`src/design/pspc_pkg.sv`:
```
// Package: parameter indices, subindices, codes and reset values for the switch point channels
package pspc_pkg;
    // Parameter indices and subindices
    localparam logic [7:0] IDX_CH1_SETPOINT   = 8'h40;
    localparam logic [7:0] IDX_CH1_CONFIG     = 8'h41;
    localparam logic [7:0] IDX_CH2_SETPOINT   = 8'h42;
    localparam logic [7:0] IDX_CH2_CONFIG     = 8'h43;
    localparam logic [7:0] IDX_COUNT_DIR      = 8'h61;
    localparam logic [7:0] IDX_AUX_SELECT     = 8'h65;
    localparam logic [7:0] SUB_ONE            = 8'h01;
    localparam logic [7:0] SUB_TWO            = 8'h02;
    localparam logic [7:0] SUB_THREE          = 8'h03;
    // Polarity codes
    localparam logic [7:0] POL_HIGH_ACTIVE    = 8'h00;
    localparam logic [7:0] POL_LOW_ACTIVE     = 8'h01;
    // Evaluation mode codes
    localparam logic [7:0] MODE_DEACTIVATED   = 8'h00;
    localparam logic [7:0] MODE_SINGLE_POINT  = 8'h01;
    localparam logic [7:0] MODE_WINDOW        = 8'h02;
    localparam logic [7:0] MODE_TWO_POINT     = 8'h03;
    // Auxiliary and direction codes
    localparam logic [7:0] AUX_DEACTIVATED    = 8'h00;
    localparam logic [7:0] AUX_TEMPERATURE    = 8'h01;
    localparam logic [7:0] DIR_CLOCKWISE      = 8'h00;
    localparam logic [7:0] DIR_COUNTER_CW     = 8'h01;
    // Reset values
    localparam logic [31:0] RST_SETPOINT      = 32'h0000_0000;
    localparam logic [15:0] RST_HYSTERESIS    = 16'h0000;
    localparam logic [7:0]  RST_POLARITY      = 8'h00;
    localparam logic [7:0]  RST_MODE          = 8'h00;
    localparam logic [7:0]  RST_COUNT_DIR     = 8'h00;
    localparam logic [7:0]  RST_AUX_SELECT    = 8'h00;
    // Sector numbering
    typedef enum logic [1:0] {
        SEC_OUTSIDE,
        SEC_LOW_BAND,
        SEC_INSIDE,
        SEC_HIGH_BAND
    } pspc_sector_type;
endpackage : pspc_pkg

```
`src/design/pspc_channel.sv`:
```
// Switch point comparator for one channel with mode, polarity and hysteresis
`timescale 1ns/100ps
module pspc_channel #(
    parameter int POS_W  = 32,
    parameter int HYST_W = 16
) (
    // Clock and reset
    input  wire logic                     clk_sys_i,
    input  wire logic                     arst_n_i,
    input  wire logic                     clk_en_i,
    // Position and parameters
    input  wire logic signed [POS_W-1:0]  measured_position_i,
    input  wire logic signed [POS_W-1:0]  first_setpoint_i,
    input  wire logic signed [POS_W-1:0]  second_setpoint_i,
    input  wire logic signed [HYST_W-1:0] hysteresis_i,
    input  wire logic        [7:0]        polarity_i,
    input  wire logic        [7:0]        mode_i,
    // Switching bit and registered sector
    output logic                          switch_o,
    output pspc_pkg::pspc_sector_type     sector_o
);
    // Two extra bits keep band edges from wrapping near the range limits
    localparam int EXT_W = POS_W + 2;

    logic signed [EXT_W-1:0] pos_x;
    logic signed [EXT_W-1:0] lo_x;
    logic signed [EXT_W-1:0] hi_x;
    logic signed [EXT_W-1:0] hyst_x;
    logic signed [EXT_W-1:0] lo_band;
    logic signed [EXT_W-1:0] hi_band;
    logic                    level_d;
    logic                    level_q;
    pspc_pkg::pspc_sector_type sector_d;
    pspc_pkg::pspc_sector_type sector_q;

    always_comb
    begin
        pos_x  = EXT_W'(measured_position_i);
        // Either setpoint may be the larger one [RQ3]
        if (first_setpoint_i <= second_setpoint_i)
        begin
            lo_x = EXT_W'(first_setpoint_i);
            hi_x = EXT_W'(second_setpoint_i);
        end
        else
        begin
            lo_x = EXT_W'(second_setpoint_i);
            hi_x = EXT_W'(first_setpoint_i);
        end
        // Negative hysteresis treated as none; hysteresis only in single and window [RQ8]
        if (hysteresis_i > 0 && (mode_i == pspc_pkg::MODE_SINGLE_POINT || mode_i == pspc_pkg::MODE_WINDOW))
            hyst_x = EXT_W'(hysteresis_i); // [RQ7]
        else
            hyst_x = '0;
        // Bands face away from the window [RQ9]
        lo_band = lo_x - hyst_x;
        hi_band = hi_x + hyst_x;
        // Sector classification [RQ10]
        if (pos_x >= lo_x && pos_x <= hi_x)
            sector_d = pspc_pkg::SEC_INSIDE;
        else if (pos_x < lo_x && pos_x >= lo_band)
            sector_d = pspc_pkg::SEC_LOW_BAND;
        else if (pos_x > hi_x && pos_x <= hi_band)
            sector_d = pspc_pkg::SEC_HIGH_BAND;
        else
            sector_d = pspc_pkg::SEC_OUTSIDE;
        level_d = level_q;
        case (mode_i)
            pspc_pkg::MODE_SINGLE_POINT,
            pspc_pkg::MODE_WINDOW:
            begin
                // Sector transitions, bands hold the prior level [RQ11] [RQ12]
                case (sector_d)
                    pspc_pkg::SEC_INSIDE:  level_d = 1'b0;
                    pspc_pkg::SEC_OUTSIDE: level_d = 1'b1;
                    default:               level_d = level_q;
                endcase
            end
            pspc_pkg::MODE_TWO_POINT:
            begin
                // Set above larger, clear below smaller [RQ18]
                if (pos_x > hi_x)
                    level_d = 1'b1;
                else if (pos_x < lo_x)
                    level_d = 1'b0;
            end
            default:
                level_d = 1'b0; // [RQ17]
        endcase
    end

    always_ff @(posedge clk_sys_i or negedge arst_n_i)
    begin
        if (!arst_n_i)
        begin
            level_q  <= 1'b0;
            sector_q <= pspc_pkg::SEC_OUTSIDE;
        end
        else if (clk_en_i)
        begin
            level_q  <= level_d;
            sector_q <= sector_d;
        end
    end

    // Active level per polarity; deactivated is inactive either way [RQ4] [RQ5] [RQ17]
    assign switch_o = (mode_i == pspc_pkg::MODE_DEACTIVATED) ? (polarity_i == pspc_pkg::POL_LOW_ACTIVE)
                    : (level_q ^ (polarity_i == pspc_pkg::POL_LOW_ACTIVE));
    assign sector_o = sector_q;
endmodule : pspc_channel

```
`src/design/pspc_top.sv`:
```
// Two switch point channels with their parameter store, direction and auxiliary select
//
// Summary of operation
// RQ1 - First setpoint of channel one is a signed 32-bit read/write value.
// RQ2 - Second setpoint of channel one is a signed 32-bit read/write value.
// RQ3 - Setpoints may be in any order; comparison never assumes which is larger.
// RQ4 - Eight-bit polarity picks active-high or active-low reporting of the bit.
// RQ5 - Default polarity drives high outside the switch points.
// RQ6 - Eight-bit mode picks deactivated, single point, window or two point.
// RQ7 - Signed 16-bit hysteresis separates switch-on and switch-off thresholds.
// RQ8 - Hysteresis acts only in single point and window modes.
// RQ9 - Window hysteresis bands lie outside the window.
// RQ10 - Positions fall into four sectors: outside, low band, inside, high band.
// RQ11 - Inside forces low, outside forces high, bands keep previous level.
// RQ12 - Single point mode uses the same sector behaviour.
// RQ13 - Eight-bit auxiliary setting chooses whether temperature enters process data.
// RQ14 - Eight-bit rotation setting chooses which shaft direction counts up.
// RQ15 - Auxiliary code 0 reports zero, code 1 reports ambient temperature.
// RQ16 - Second channel behaves identically with its own parameters.
// RQ17 - Deactivated mode holds the output at its inactive level.
// RQ18 - Two point sets above the larger setpoint, clears below the smaller.
`timescale 1ns/100ps
module pspc_top #(
    parameter int POS_W  = 32,
    parameter int HYST_W = 16,
    parameter int AUX_W  = 16
) (
    // Clock, reset, enable
    input  wire logic                     clk_sys_i,
    input  wire logic                     arst_n_i,
    input  wire logic                     clk_en_i,
    // Parameter access by index and subindex
    input  wire logic                     prm_wr_i,
    input  wire logic                     prm_rd_i,
    input  wire logic        [7:0]        prm_index_i,
    input  wire logic        [7:0]        prm_subindex_i,
    input  wire logic        [31:0]       prm_wdata_i,
    output logic             [31:0]       prm_rdata_o,
    output logic                          prm_rvalid_o,
    output logic                          prm_error_o,
    // Measured values from the sensing front end
    input  wire logic signed [POS_W-1:0]  measured_position_i,
    input  wire logic signed [AUX_W-1:0]  ambient_temperature_i,
    // Process data
    output logic                          switch_channel_one_o,
    output logic                          switch_channel_two_o,
    output logic signed      [AUX_W-1:0]  auxiliary_measured_value_o,
    output logic             [7:0]        auxiliary_status_o,
    output logic                          count_direction_ccw_o
);
    localparam int NCH = 2;

    logic signed [POS_W-1:0]  sp1_d [NCH];
    logic signed [POS_W-1:0]  sp1_q [NCH];
    logic signed [POS_W-1:0]  sp2_d [NCH];
    logic signed [POS_W-1:0]  sp2_q [NCH];
    logic signed [HYST_W-1:0] hyst_d [NCH];
    logic signed [HYST_W-1:0] hyst_q [NCH];
    logic        [7:0]        pol_d [NCH];
    logic        [7:0]        pol_q [NCH];
    logic        [7:0]        mode_d [NCH];
    logic        [7:0]        mode_q [NCH];
    logic        [7:0]        dir_d;
    logic        [7:0]        dir_q;
    logic        [7:0]        aux_sel_d;
    logic        [7:0]        aux_sel_q;
    logic        [31:0]       rdata_d;
    logic        [31:0]       rdata_q;
    logic                     rvalid_d;
    logic                     rvalid_q;
    logic                     error_d;
    logic                     error_q;
    logic signed [AUX_W-1:0]  aux_d;
    logic signed [AUX_W-1:0]  aux_q;
    logic                     sw_bit [NCH];

    // Channel number of an index, or NCH when it is no channel index
    function automatic int chan_of(input logic [7:0] idx, input logic [7:0] base);
        int r;
        r = NCH;
        for (int c = 0; c < NCH; c++)
        begin
            if (idx == base + 8'(2 * c))
                r = c;
        end
        return r;
    endfunction : chan_of

    // Unsupported codes are refused so the stored mode stays decodable
    function automatic logic mode_ok(input logic [7:0] m);
        return m <= pspc_pkg::MODE_TWO_POINT;
    endfunction : mode_ok

    always_comb
    begin
        int cs;
        int cc;
        cs = chan_of(prm_index_i, pspc_pkg::IDX_CH1_SETPOINT);
        cc = chan_of(prm_index_i, pspc_pkg::IDX_CH1_CONFIG);
        for (int c = 0; c < NCH; c++)
        begin
            sp1_d[c]  = sp1_q[c];
            sp2_d[c]  = sp2_q[c];
            hyst_d[c] = hyst_q[c];
            pol_d[c]  = pol_q[c];
            mode_d[c] = mode_q[c];
        end
        dir_d     = dir_q;
        aux_sel_d = aux_sel_q;
        rdata_d   = rdata_q;
        rvalid_d  = 1'b0;
        error_d   = 1'b0;
        if (prm_wr_i)
        begin
            if (cs < NCH && prm_subindex_i == pspc_pkg::SUB_ONE)
                sp1_d[cs] = POS_W'(prm_wdata_i); // [RQ1] [RQ16]
            else if (cs < NCH && prm_subindex_i == pspc_pkg::SUB_TWO)
                sp2_d[cs] = POS_W'(prm_wdata_i); // [RQ2] [RQ16]
            else if (cc < NCH && prm_subindex_i == pspc_pkg::SUB_ONE)
                pol_d[cc] = prm_wdata_i[7:0]; // [RQ4]
            else if (cc < NCH && prm_subindex_i == pspc_pkg::SUB_TWO && mode_ok(prm_wdata_i[7:0]))
                mode_d[cc] = prm_wdata_i[7:0]; // [RQ6]
            else if (cc < NCH && prm_subindex_i == pspc_pkg::SUB_THREE)
                hyst_d[cc] = HYST_W'(prm_wdata_i); // [RQ7]
            else if (prm_index_i == pspc_pkg::IDX_COUNT_DIR)
                dir_d = prm_wdata_i[7:0]; // [RQ14]
            else if (prm_index_i == pspc_pkg::IDX_AUX_SELECT)
                aux_sel_d = prm_wdata_i[7:0]; // [RQ13]
            else
                error_d = 1'b1;
        end
        else if (prm_rd_i)
        begin
            rvalid_d = 1'b1;
            if (cs < NCH && prm_subindex_i == pspc_pkg::SUB_ONE)
                rdata_d = 32'(sp1_q[cs]);
            else if (cs < NCH && prm_subindex_i == pspc_pkg::SUB_TWO)
                rdata_d = 32'(sp2_q[cs]);
            else if (cc < NCH && prm_subindex_i == pspc_pkg::SUB_ONE)
                rdata_d = {24'h000000, pol_q[cc]};
            else if (cc < NCH && prm_subindex_i == pspc_pkg::SUB_TWO)
                rdata_d = {24'h000000, mode_q[cc]};
            else if (cc < NCH && prm_subindex_i == pspc_pkg::SUB_THREE)
                rdata_d = 32'(hyst_q[cc]);
            else if (prm_index_i == pspc_pkg::IDX_COUNT_DIR)
                rdata_d = {24'h000000, dir_q};
            else if (prm_index_i == pspc_pkg::IDX_AUX_SELECT)
                rdata_d = {24'h000000, aux_sel_q};
            else
            begin
                rdata_d = 32'h0000_0000;
                error_d = 1'b1;
            end
        end
        // Zero unless temperature is selected [RQ15]
        if (aux_sel_q == pspc_pkg::AUX_TEMPERATURE)
            aux_d = ambient_temperature_i;
        else
            aux_d = '0;
    end

    always_ff @(posedge clk_sys_i or negedge arst_n_i)
    begin
        if (!arst_n_i)
        begin
            for (int c = 0; c < NCH; c++)
            begin
                sp1_q[c]  <= POS_W'(pspc_pkg::RST_SETPOINT);
                sp2_q[c]  <= POS_W'(pspc_pkg::RST_SETPOINT);
                hyst_q[c] <= HYST_W'(pspc_pkg::RST_HYSTERESIS);
                pol_q[c]  <= pspc_pkg::RST_POLARITY;
                mode_q[c] <= pspc_pkg::RST_MODE;
            end
            dir_q     <= pspc_pkg::RST_COUNT_DIR;
            aux_sel_q <= pspc_pkg::RST_AUX_SELECT;
            rdata_q   <= 32'h0000_0000;
            rvalid_q  <= 1'b0;
            error_q   <= 1'b0;
            aux_q     <= '0;
        end
        else if (clk_en_i)
        begin
            for (int c = 0; c < NCH; c++)
            begin
                sp1_q[c]  <= sp1_d[c];
                sp2_q[c]  <= sp2_d[c];
                hyst_q[c] <= hyst_d[c];
                pol_q[c]  <= pol_d[c];
                mode_q[c] <= mode_d[c];
            end
            dir_q     <= dir_d;
            aux_sel_q <= aux_sel_d;
            rdata_q   <= rdata_d;
            rvalid_q  <= rvalid_d;
            error_q   <= error_d;
            aux_q     <= aux_d;
        end
    end

    // Identical independent channels [RQ16]
    for (genvar g = 0; g < NCH; g++)
    begin : gen_chan
        pspc_channel #(
            .POS_W  (POS_W),
            .HYST_W (HYST_W)
        ) u_chan (
            .clk_sys_i           (clk_sys_i),
            .arst_n_i            (arst_n_i),
            .clk_en_i            (clk_en_i),
            .measured_position_i (measured_position_i),
            .first_setpoint_i    (sp1_q[g]),
            .second_setpoint_i   (sp2_q[g]),
            .hysteresis_i        (hyst_q[g]),
            .polarity_i          (pol_q[g]),
            .mode_i              (mode_q[g]),
            .switch_o            (sw_bit[g]),
            .sector_o            ()
        );
    end

    assign switch_channel_one_o       = sw_bit[0];
    assign switch_channel_two_o       = sw_bit[1];
    assign prm_rdata_o                = rdata_q;
    assign prm_rvalid_o               = rvalid_q;
    assign prm_error_o                = error_q;
    assign auxiliary_measured_value_o = aux_q;
    assign auxiliary_status_o         = aux_sel_q;
    // Position counter outside uses this to pick its counting sense [RQ14]
    assign count_direction_ccw_o      = (dir_q == pspc_pkg::DIR_COUNTER_CW);
endmodule : pspc_top

```
`config.mk`:
```
export PLATFORM = sky130hd
export DESIGN_NAME = pspc_top
export DESIGN_NICKNAME = d
export VERILOG_FILES = /design/src/design/pspc_pkg.sv /design/src/design/pspc_channel.sv /design/src/design/pspc_top.sv
export SDC_FILE = /design/constraint.sdc
export NUM_CORES = 1
export LEC_CHECK = 0
export ABC_AREA = 1
export BUFFER_PORTS_ARGS = -buffer_cell sky130_fd_sc_hd__buf_2
export CAP_MARGIN = 20
export CORE_AREA = 4 4 248 250
export CTS_CLUSTER_SIZE = 12
export DETAILED_ROUTE_END_ITERATION = 6
export DIE_AREA = 0 0 252 254
export HOLD_SLACK_MARGIN = 0.03
export PLACE_DENSITY = 0.76
export SLEW_MARGIN = 0
export SYNTH_ARGS = -nofsm -noshare
export SYNTH_HDL_FRONTEND = slang
export SYNTH_SLANG_ARGS = --single-unit
```
`constraint.sdc`:
```
create_clock -name clk_sys_i -period 5.2 [get_ports clk_sys_i]
set_clock_uncertainty 0.15 [all_clocks]
set_input_delay 0.52 -clock clk_sys_i [delete_from_list [all_inputs] [get_ports clk_sys_i]]
set_output_delay 0.52 -clock clk_sys_i [all_outputs]
set_load 0.01 [all_outputs]
```
Yosys cells after proc, flatten, opt, wreduce, memory -nomap -nowiden
Index checks and enable logic that the tools add are counted.
{"block": "totals", "ff_bits": 260, "output_inout_bits": 61}
{"block": "op_classes", "n_addsub": 4, "order_cmp": 23, "eq_ne": 25, "n_mux": 75, "bitwise_logic": 11, "n_reduce_logical": 34}
{"cell": "$mux W32", "count": 13}
{"cell": "$mux W34", "count": 6}
{"cell": "$ge A32 B34 Y1", "count": 4}
{"cell": "$le A32 B34 Y1", "count": 4}
{"cell": "$bwmux W64", "count": 2}
{"cell": "$mux W16", "count": 5}
{"cell": "$mux W8", "count": 9}
{"cell": "$add A34 B34 Y34", "count": 2}
{"cell": "$gt A32 B34 Y1", "count": 2}
{"cell": "$lt A32 B34 Y1", "count": 2}
{"cell": "$sub A34 B34 Y34", "count": 2}
{"cell": "$ge A32 B2 Y1 const B", "count": 2}
{"cell": "$le A32 B32 Y1", "count": 2}
{"cell": "$lt A32 B1 Y1 const B", "count": 2}
{"cell": "$lt A32 B3 Y1 const B", "count": 2}
{"cell": "$not A32 Y32", "count": 2}
{"cell": "$eq A8 B1 Y1 const B", "count": 7}
{"cell": "$eq A8 B2 Y1 const B", "count": 6}
{"cell": "$eq A8 B7 Y1 const B", "count": 6}
{"cell": "$bwmux W16", "count": 2}
{"cell": "$bwmux W32", "count": 1}
{"cell": "$demux W32 S1", "count": 1}
{"cell": "$gt A16 B1 Y1 const B", "count": 2}
{"cell": "$mux W1", "count": 21}
{"cell": "22 further kinds", "count": 65}

Longest topological paths before layout
{"block": "depth", "ltp_word": 13, "ltp_mapped": 49, "ltp_nobuf": 47}

Hierarchy
Synthesis repeated with hierarchy kept, for this count alone.
{"block": "hier_totals", "cells_unflattened": 4780, "area_unflattened_um2": 31164.9}
{"mod": "pspc_top", "instances": 1, "cells_each": 1413, "area_each_um2": 11750.0}
{"mod": "pspc_channel (gen_chan[1].u_chan)", "instances": 1, "cells_each": 1758, "area_each_um2": 10093.4}
{"mod": "pspc_channel (gen_chan[0].u_chan)", "instances": 1, "cells_each": 1609, "area_each_um2": 9321.4}

Least setup slack after synthesis
No wires, ideal clock.
{"block": "synth_timing", "kind": "register to register", "startpoint": "reg sp2_q[13] (netlist bit)", "endpoint": "reg gen_chan[1].u_chan.level_q", "arrival_time_ps": 5101, "t_required_ps": 4934, "path_slack_ps": -167, "stages_incl_launch_ff": 43, "n_path_buf": 2, "synth_period_minus_slack_ps": 5367, "cell_sequence": "dfrtp_1 > inv_1 > ha_1 > a21oi_1 > nor2_1 > or2_0 > a221oi_2 > nand2_1 > nand2_1 > nand2_1 > nand2_1 > nand3_1 > buf_4 > buf_6 > nand2_1 > o21ai_0 > ha_1 > fa_1 > (+7 left out) > o21ai_0 > xor2_1 > ha_1 > nand2_1 > nor2_1 > nand2_1 > nor2_1 > nand3b_1 > nand2_1 > nor2_1 > nand2_1 > nand2_1 > nand3_1 > nand2_1 > nand2_1 > o21ai_0 > nand2_1 > nand2_1"}
{"block": "synth_via", "elab_chain_cells": 11, "elab_cells_between_ends": 25}
{"item": "from (decl)", "line_no": "pspc_top.sv:56", "source": "logic signed [POS_W-1:0] sp2_q [NCH];"}
{"item": "from (signal, indexed assignment)", "line_no": "pspc_top.sv:169", "source": "sp2_q[c] <= POS_W'(pspc_pkg::RST_SETPOINT);"}
{"item": "from (signal, indexed assignment)", "line_no": "pspc_top.sv:186", "source": "sp2_q[c] <= sp2_d[c];"}
{"item": "$le A32 B32 Y1", "line_no": "pspc_channel.sv:40", "source": "if (first_setpoint_i <= second_setpoint_i)"}
{"item": "$mux W34", "line_no": "pspc_channel.sv:40"}
{"item": "$add A34 B34 Y34", "line_no": "pspc_channel.sv:57", "source": "hi_band = hi_x + hyst_x;"}
{"item": "$le A32 B34 Y1", "line_no": "pspc_channel.sv:63", "source": "else if (pos_x > hi_x && pos_x <= hi_band)"}
{"item": "$logic_and A1 B1 Y1", "line_no": "pspc_channel.sv:63"}
{"item": "$mux W2", "line_no": "pspc_channel.sv:63"}
{"item": "$mux W2", "line_no": "pspc_channel.sv:61", "source": "else if (pos_x < lo_x && pos_x >= lo_band)"}
{"item": "$mux W2", "line_no": "pspc_channel.sv:59", "source": "if (pos_x >= lo_x && pos_x <= hi_x)"}
{"item": "$eq A2 B2 Y1 or $logic_not A2 Y1 (tied branches)", "line_no": "pspc_channel.sv:73", "source": "case (sector_d)"}
{"item": "$pmux W1 S2 or $ne A3 B3 Y1 (tied branches)"}
{"item": "$pmux W1 S2 or $reduce_and A3 Y1 (tied branches)"}
{"item": "to (signal assigned)", "line_no": "pspc_channel.sv:101", "source": "level_q <= level_d;"}
{"item": "to (decl)", "line_no": "pspc_channel.sv:32", "source": "logic level_q;"}
Parallel ways exist; a longest one is shown, timed or not.
A chain may end at the register's enable or synchronous reset.

Final worst setup path
{"block": "layout_timing", "startpoint": "reg sp1_q[63] (netlist bit)", "endpoint": "reg gen_chan[0].u_chan.level_q"}
{"block": "layout_via", "elab_chain_cells": 11, "elab_cells_between_ends": 25}
{"item": "from (decl)", "line_no": "pspc_top.sv:54", "source": "logic signed [POS_W-1:0] sp1_q [NCH];"}
{"item": "from (signal, indexed assignment)", "line_no": "pspc_top.sv:168", "source": "sp1_q[c] <= POS_W'(pspc_pkg::RST_SETPOINT);"}
{"item": "from (signal, indexed assignment)", "line_no": "pspc_top.sv:185", "source": "sp1_q[c] <= sp1_d[c];"}
{"item": "$le A32 B32 Y1", "line_no": "pspc_channel.sv:40"}
{"item": "$mux W34", "line_no": "pspc_channel.sv:40"}
{"item": "$add A34 B34 Y34", "line_no": "pspc_channel.sv:57"}
{"item": "$le A32 B34 Y1", "line_no": "pspc_channel.sv:63"}
{"item": "$logic_and A1 B1 Y1", "line_no": "pspc_channel.sv:63"}
{"item": "$mux W2", "line_no": "pspc_channel.sv:63"}
{"item": "$mux W2", "line_no": "pspc_channel.sv:61"}
{"item": "$mux W2", "line_no": "pspc_channel.sv:59"}
{"item": "$eq A2 B2 Y1 or $logic_not A2 Y1 (tied branches)", "line_no": "pspc_channel.sv:73"}
{"item": "$pmux W1 S2 or $ne A3 B3 Y1 (tied branches)"}
{"item": "$pmux W1 S2 or $reduce_and A3 Y1 (tied branches)"}
{"item": "to (signal assigned)", "line_no": "pspc_channel.sv:101"}
{"item": "to (decl)", "line_no": "pspc_channel.sv:32"}
Parallel ways exist; a longest one is shown, timed or not.

==> results.md <==
- The endpoint required time on the critical path is 5.50 ns.
- The area of the mapped netlist is 29400 µm².
- The die boundary width is 252 µm.
- The synthesized instance count is 4365.
- The checks that failed: negative setup slack.
- The root cell of the clock tree is sky130_fd_sc_hd__clkbuf_16.
- The post-route DRC violation count is 0.
- The run finished, with violations left.
- The post-route netlist has 27.8% of its cells at a drive strength greater than 1.
- The setup TNS is -1.20 ns.
- In this run the number of H-tree levels came out at 1.
- The reported leakage power is 20.7 nW.
- The ratio of total power to cell area is 126 nW/µm².
- The count of final max-slew check failures is 0.
- The slowest stage of the critical path belongs to the cell sky130_fd_sc_hd__dfrtp_1.
- After detailed routing, the number of vias per cell comes to 5.59.
- The worst setup slack for register-to-register paths is -0.72 ns.
- In this run the tool buffered the top-level ports with 161 buffer cells.
- The post-layout worst setup margin is -0.724 ns.
- TritonCTS built the clock tree.
- The worst-case clock buffer depth is 3.
- The first detailed-routing pass ran for 6 iterations.
- The total clock buffers created by CTS is 28.
- The first global-routing pass estimated 169000 µm of wire.
- After synthesis, the largest family of logic cells by area is simple AND/OR/NAND/NOR gates.
- The via count of the first global-routing pass is 31800.
- For this run, the top clock speed supported by timing is 169 MHz.
- In this run the count of I/O pins placed on the die edge is 162.
- After the last flow step, the layout net total stands at 5867.
- The register bit count reported by yosys is 260.
- By instance count, the cell type seen most on the critical path is sky130_fd_sc_hd__nand2_1.
- The later pin in the worst-skew pair is clocked with a latency of 0.58 ns.
- The overall die area is 64000 µm².
- The core region is 59000 µm².
- Measured along the y axis, the die boundary spans 254 µm.
- Excluding fillers, the count of instances in the completed layout stands at 6098.
- The critical path startpoint category is a register.
- Summing the areas of all xor and xnor instances in the mapped netlist gives 3.54% of the synthesized area.
- The initial standard-cell utilization of the core is 49.9%.
- The clock-pin slew on the worst setup and hold paths is 0.07 ns.
- The floorplan has 89 rows.
- The count of final hold-check violations was 0.
- The count of synthesis-stage warnings from yosys is 0.
- Counting distinct cell types in the post-synthesis netlist gives 64.
- The final routed wirelength across all metal layers is 114000 µm.
- The placer's final routability congestion estimate is 1.02.
- Setup violations remaining at the end of the flow were counted as 2.
- In this run, the number of DRC markers left after iteration 0 of detailed routing was 3125.
- The simple-gate portion of the synthesized area is 25.0%.
- The maximum number of pins on one net before global-route repair is 130.
- In this run the mean area of a mapped cell was 6.74 µm².
- The post-detailed-route count of antenna-violating nets is 0.
- The highest fanout seen on the critical path is 20.
- The cell area after layout is 40500 µm².
- At the pin with the least slew margin, the transition time is 0.983 ns.
- The worst IR drop on VDD is 0.234 mV.
- The number of placed cells counting well taps is 5962.
- STA classifies the critical path endpoint as a register.
- In the global route stage, overall resource usage came out at 32.9%.
- The wire length per cell is 18.7 µm.
- The cell area after placement is 36400 µm².
- For this design, the sink count on the clock tree is 260.
- The compound-cell area share of the yosys netlist is 20.4%.
- For this run, the share of the core covered by cells in the final layout is 68.6%.
- For this run, the leading register cell type out of synthesis is sky130_fd_sc_hd__dfrtp_1.
- The multiplexer share of the synthesized area is 0%.
- The via count is 34100.
- After synthesis, the share of flip-flops with an asynchronous set or reset is 100%.
- Summing the areas of all fa, ha and maj instances in the mapped netlist gives 19.7% of the synthesized area.
- After layout, the worst path uses 114% of the clock period.
- The number of synthesized flops with an enable pin is 0.
- The HPWL after detailed placement is 86600 µm.
- The kind of critical path is register to register.
- The post-route minimum period is 5.92 ns.
- The arrival time reported for the critical path endpoint is 6.23 ns.
- The signed area change from the synthesized netlist to the final layout is 37.6%.
- The initial antenna violation count is 2.
- For this run the aggregate overflow at the end of global routing stands at 0.
- The headroom to the max-slew limit is 34.5%.
- Of the synthesized area, sequential elements account for 22.1%.
- The biggest cell delay along the critical path is 0.42 ns.
- The type of the most critical hold path is input port to register.
- The number of maximum-capacitance constraint violations is 0.
- Setup repair after global routing could not meet its margin everywhere.
- Final hold analysis gives a worst-case slack of 0.0567 ns.
worst paths after layout:
path | startpoint | to | depth (start not counted)
max | sp1_q[63] | gen_chan[0].u_chan.level_q | 39
min | ambient_temperature_i[0] | auxiliary_measured_value_o[0] | 3
max reg2reg | sp1_q[63] | gen_chan[0].u_chan.level_q | 39
min reg2reg | prm_rdata_o[10] | prm_rdata_o[10] | 2
max in group asynchronous | arst_n_i | prm_rdata_o[25] | 3
min in group asynchronous | arst_n_i | auxiliary_measured_value_o[5] | 2
critical path, delay by kind of cell, from the launching register on:
kind	cells	cell delay, ns
AOI/OAI and AO/OA	7	0.86
xor gates and xnor gates	1	0.12
and+or+nand+nor	22	2.41
adders and majority gates	3	0.94
buffers and inverters	6	0.89
DFF	1	0.42
Yosys cell counts, types with 23 or more instances:
cell                       instances  share of area [%]
sky130_fd_sc_hd__nand2_1        1224                 16
sky130_fd_sc_hd__o21ai_0         405                6.9
sky130_fd_sc_hd__nor2_1          258                3.3
sky130_fd_sc_hd__dfrtp_1         260                 22
sky130_fd_sc_hd__a21o_1           28               0.71
sky130_fd_sc_hd__inv_1           533                6.8
sky130_fd_sc_hd__xor2_1           55                1.6
sky130_fd_sc_hd__nor4_1           27               0.57
sky130_fd_sc_hd__nand4_1          51                1.1
sky130_fd_sc_hd__ha_1            456                 19
sky130_fd_sc_hd__o21ai_1         130                2.2
sky130_fd_sc_hd__buf_2            30               0.51
sky130_fd_sc_hd__nor3_1           39               0.66
sky130_fd_sc_hd__nand3_1         123                2.1
sky130_fd_sc_hd__xnor2_1          64                1.9
sky130_fd_sc_hd__clkbuf_1         60               0.77
sky130_fd_sc_hd__o21bai_1         23               0.59
sky130_fd_sc_hd__o21ai_2          59                1.8
sky130_fd_sc_hd__a21oi_1         330                5.6
area by class of cell:
cell class | count | area [µm²]
Antenna cell | 3 | 7.51
Clock buffer | 38 | 798
Clock inverter | 8 | 140
Fill cell | 4699 | 18500
Inverter | 555 | 2090
Multi-Input combinational cell | 3493 | 22600
Sequential cell | 260 | 6510
Tap cell | 773 | 967
Timing Repair Buffer | 968 | 7380
layer usage:
metal | share of wire, % | GRT usage, % | vias to the layer above
li1 | - | - | 16400
met3 | 8.0 | 4.97 | 427
met4 | 7.5 | 18.2 | 2
met2 | 44 | 53.5 | 1611
met1 | 40 | 42.2 | 15700
met5 | 0.011 | 0 | -
metrics by stage:
stage	total power, mW	setup WS, ns
floorplan	2.53	0.00349
detailed placement	2.94	-0.817
finish	5.10	-0.724
CTS	5.03	-0.699
global route	5.28	-0.943
global placement	2.92	-0.735
registers in the layout, indices dropped and copies added, names as in the netlist:
signal and flops:
prm_error_o 1, gen_chan.u_chan.level_q 2, auxiliary_status_o 8, prm_rvalid_o 1, dir_q 8, sp2_q 64
prm_rdata_o 32, auxiliary_measured_value_o 16, hyst_q 32, mode_q 16, sp1_q 64, pol_q 16
cells by family (layout without fill, tap and decap cells):
logic type                 count (synthesis)  after routing
buffers and inverters                    679           1569
other                                      2             71
DFF                                      260            260
xor gates and xnor gates                 119            119
AOI/OAI and AO/OA                       1073           1073
and+or+nand+nor                         1772           1773
adders and majority gates                460            460
layout by cell type, fill, tap and decap left out, types with 54 or more instances in the layout:
master                    count
sky130_fd_sc_hd__o21ai_0    338
sky130_fd_sc_hd__nand3_1    110
sky130_fd_sc_hd__nor2_1     222
sky130_fd_sc_hd__inv_1      520
sky130_fd_sc_hd__buf_4      761
sky130_fd_sc_hd__nand2_2     64
sky130_fd_sc_hd__dfrtp_1    260
sky130_fd_sc_hd__ha_4        57
sky130_fd_sc_hd__o21ai_1    167
sky130_fd_sc_hd__o21ai_2     66
sky130_fd_sc_hd__xor2_1      54
sky130_fd_sc_hd__conb_1      68
sky130_fd_sc_hd__a21oi_1    249
sky130_fd_sc_hd__xnor2_1     63
sky130_fd_sc_hd__buf_2      161
sky130_fd_sc_hd__a21oi_2     73
sky130_fd_sc_hd__ha_1       395
sky130_fd_sc_hd__nand2_1   1156
what timing repair did:
action | in CTS | in global routing
hold endpoints to repair | 129 | 0
hold buffers | 3 | 0
gates resized for setup | 211 | 304
endpoints found under the setup margin | 2 | 2
setup buffers | 34 | 39
cloned | 11 | 2
pin swaps | 76 | 187
where the power goes:
group | total, mW | switching (mW) | internal (mW)
logic | 0.968 | 0.601 | 0.367
registers | 2.04 | 0.00569 | 2.03
clock network | 2.10 | 0.880 | 1.22
total | 5.10 | 1.49 | 3.61
Power figures use the tool's default switching activity.
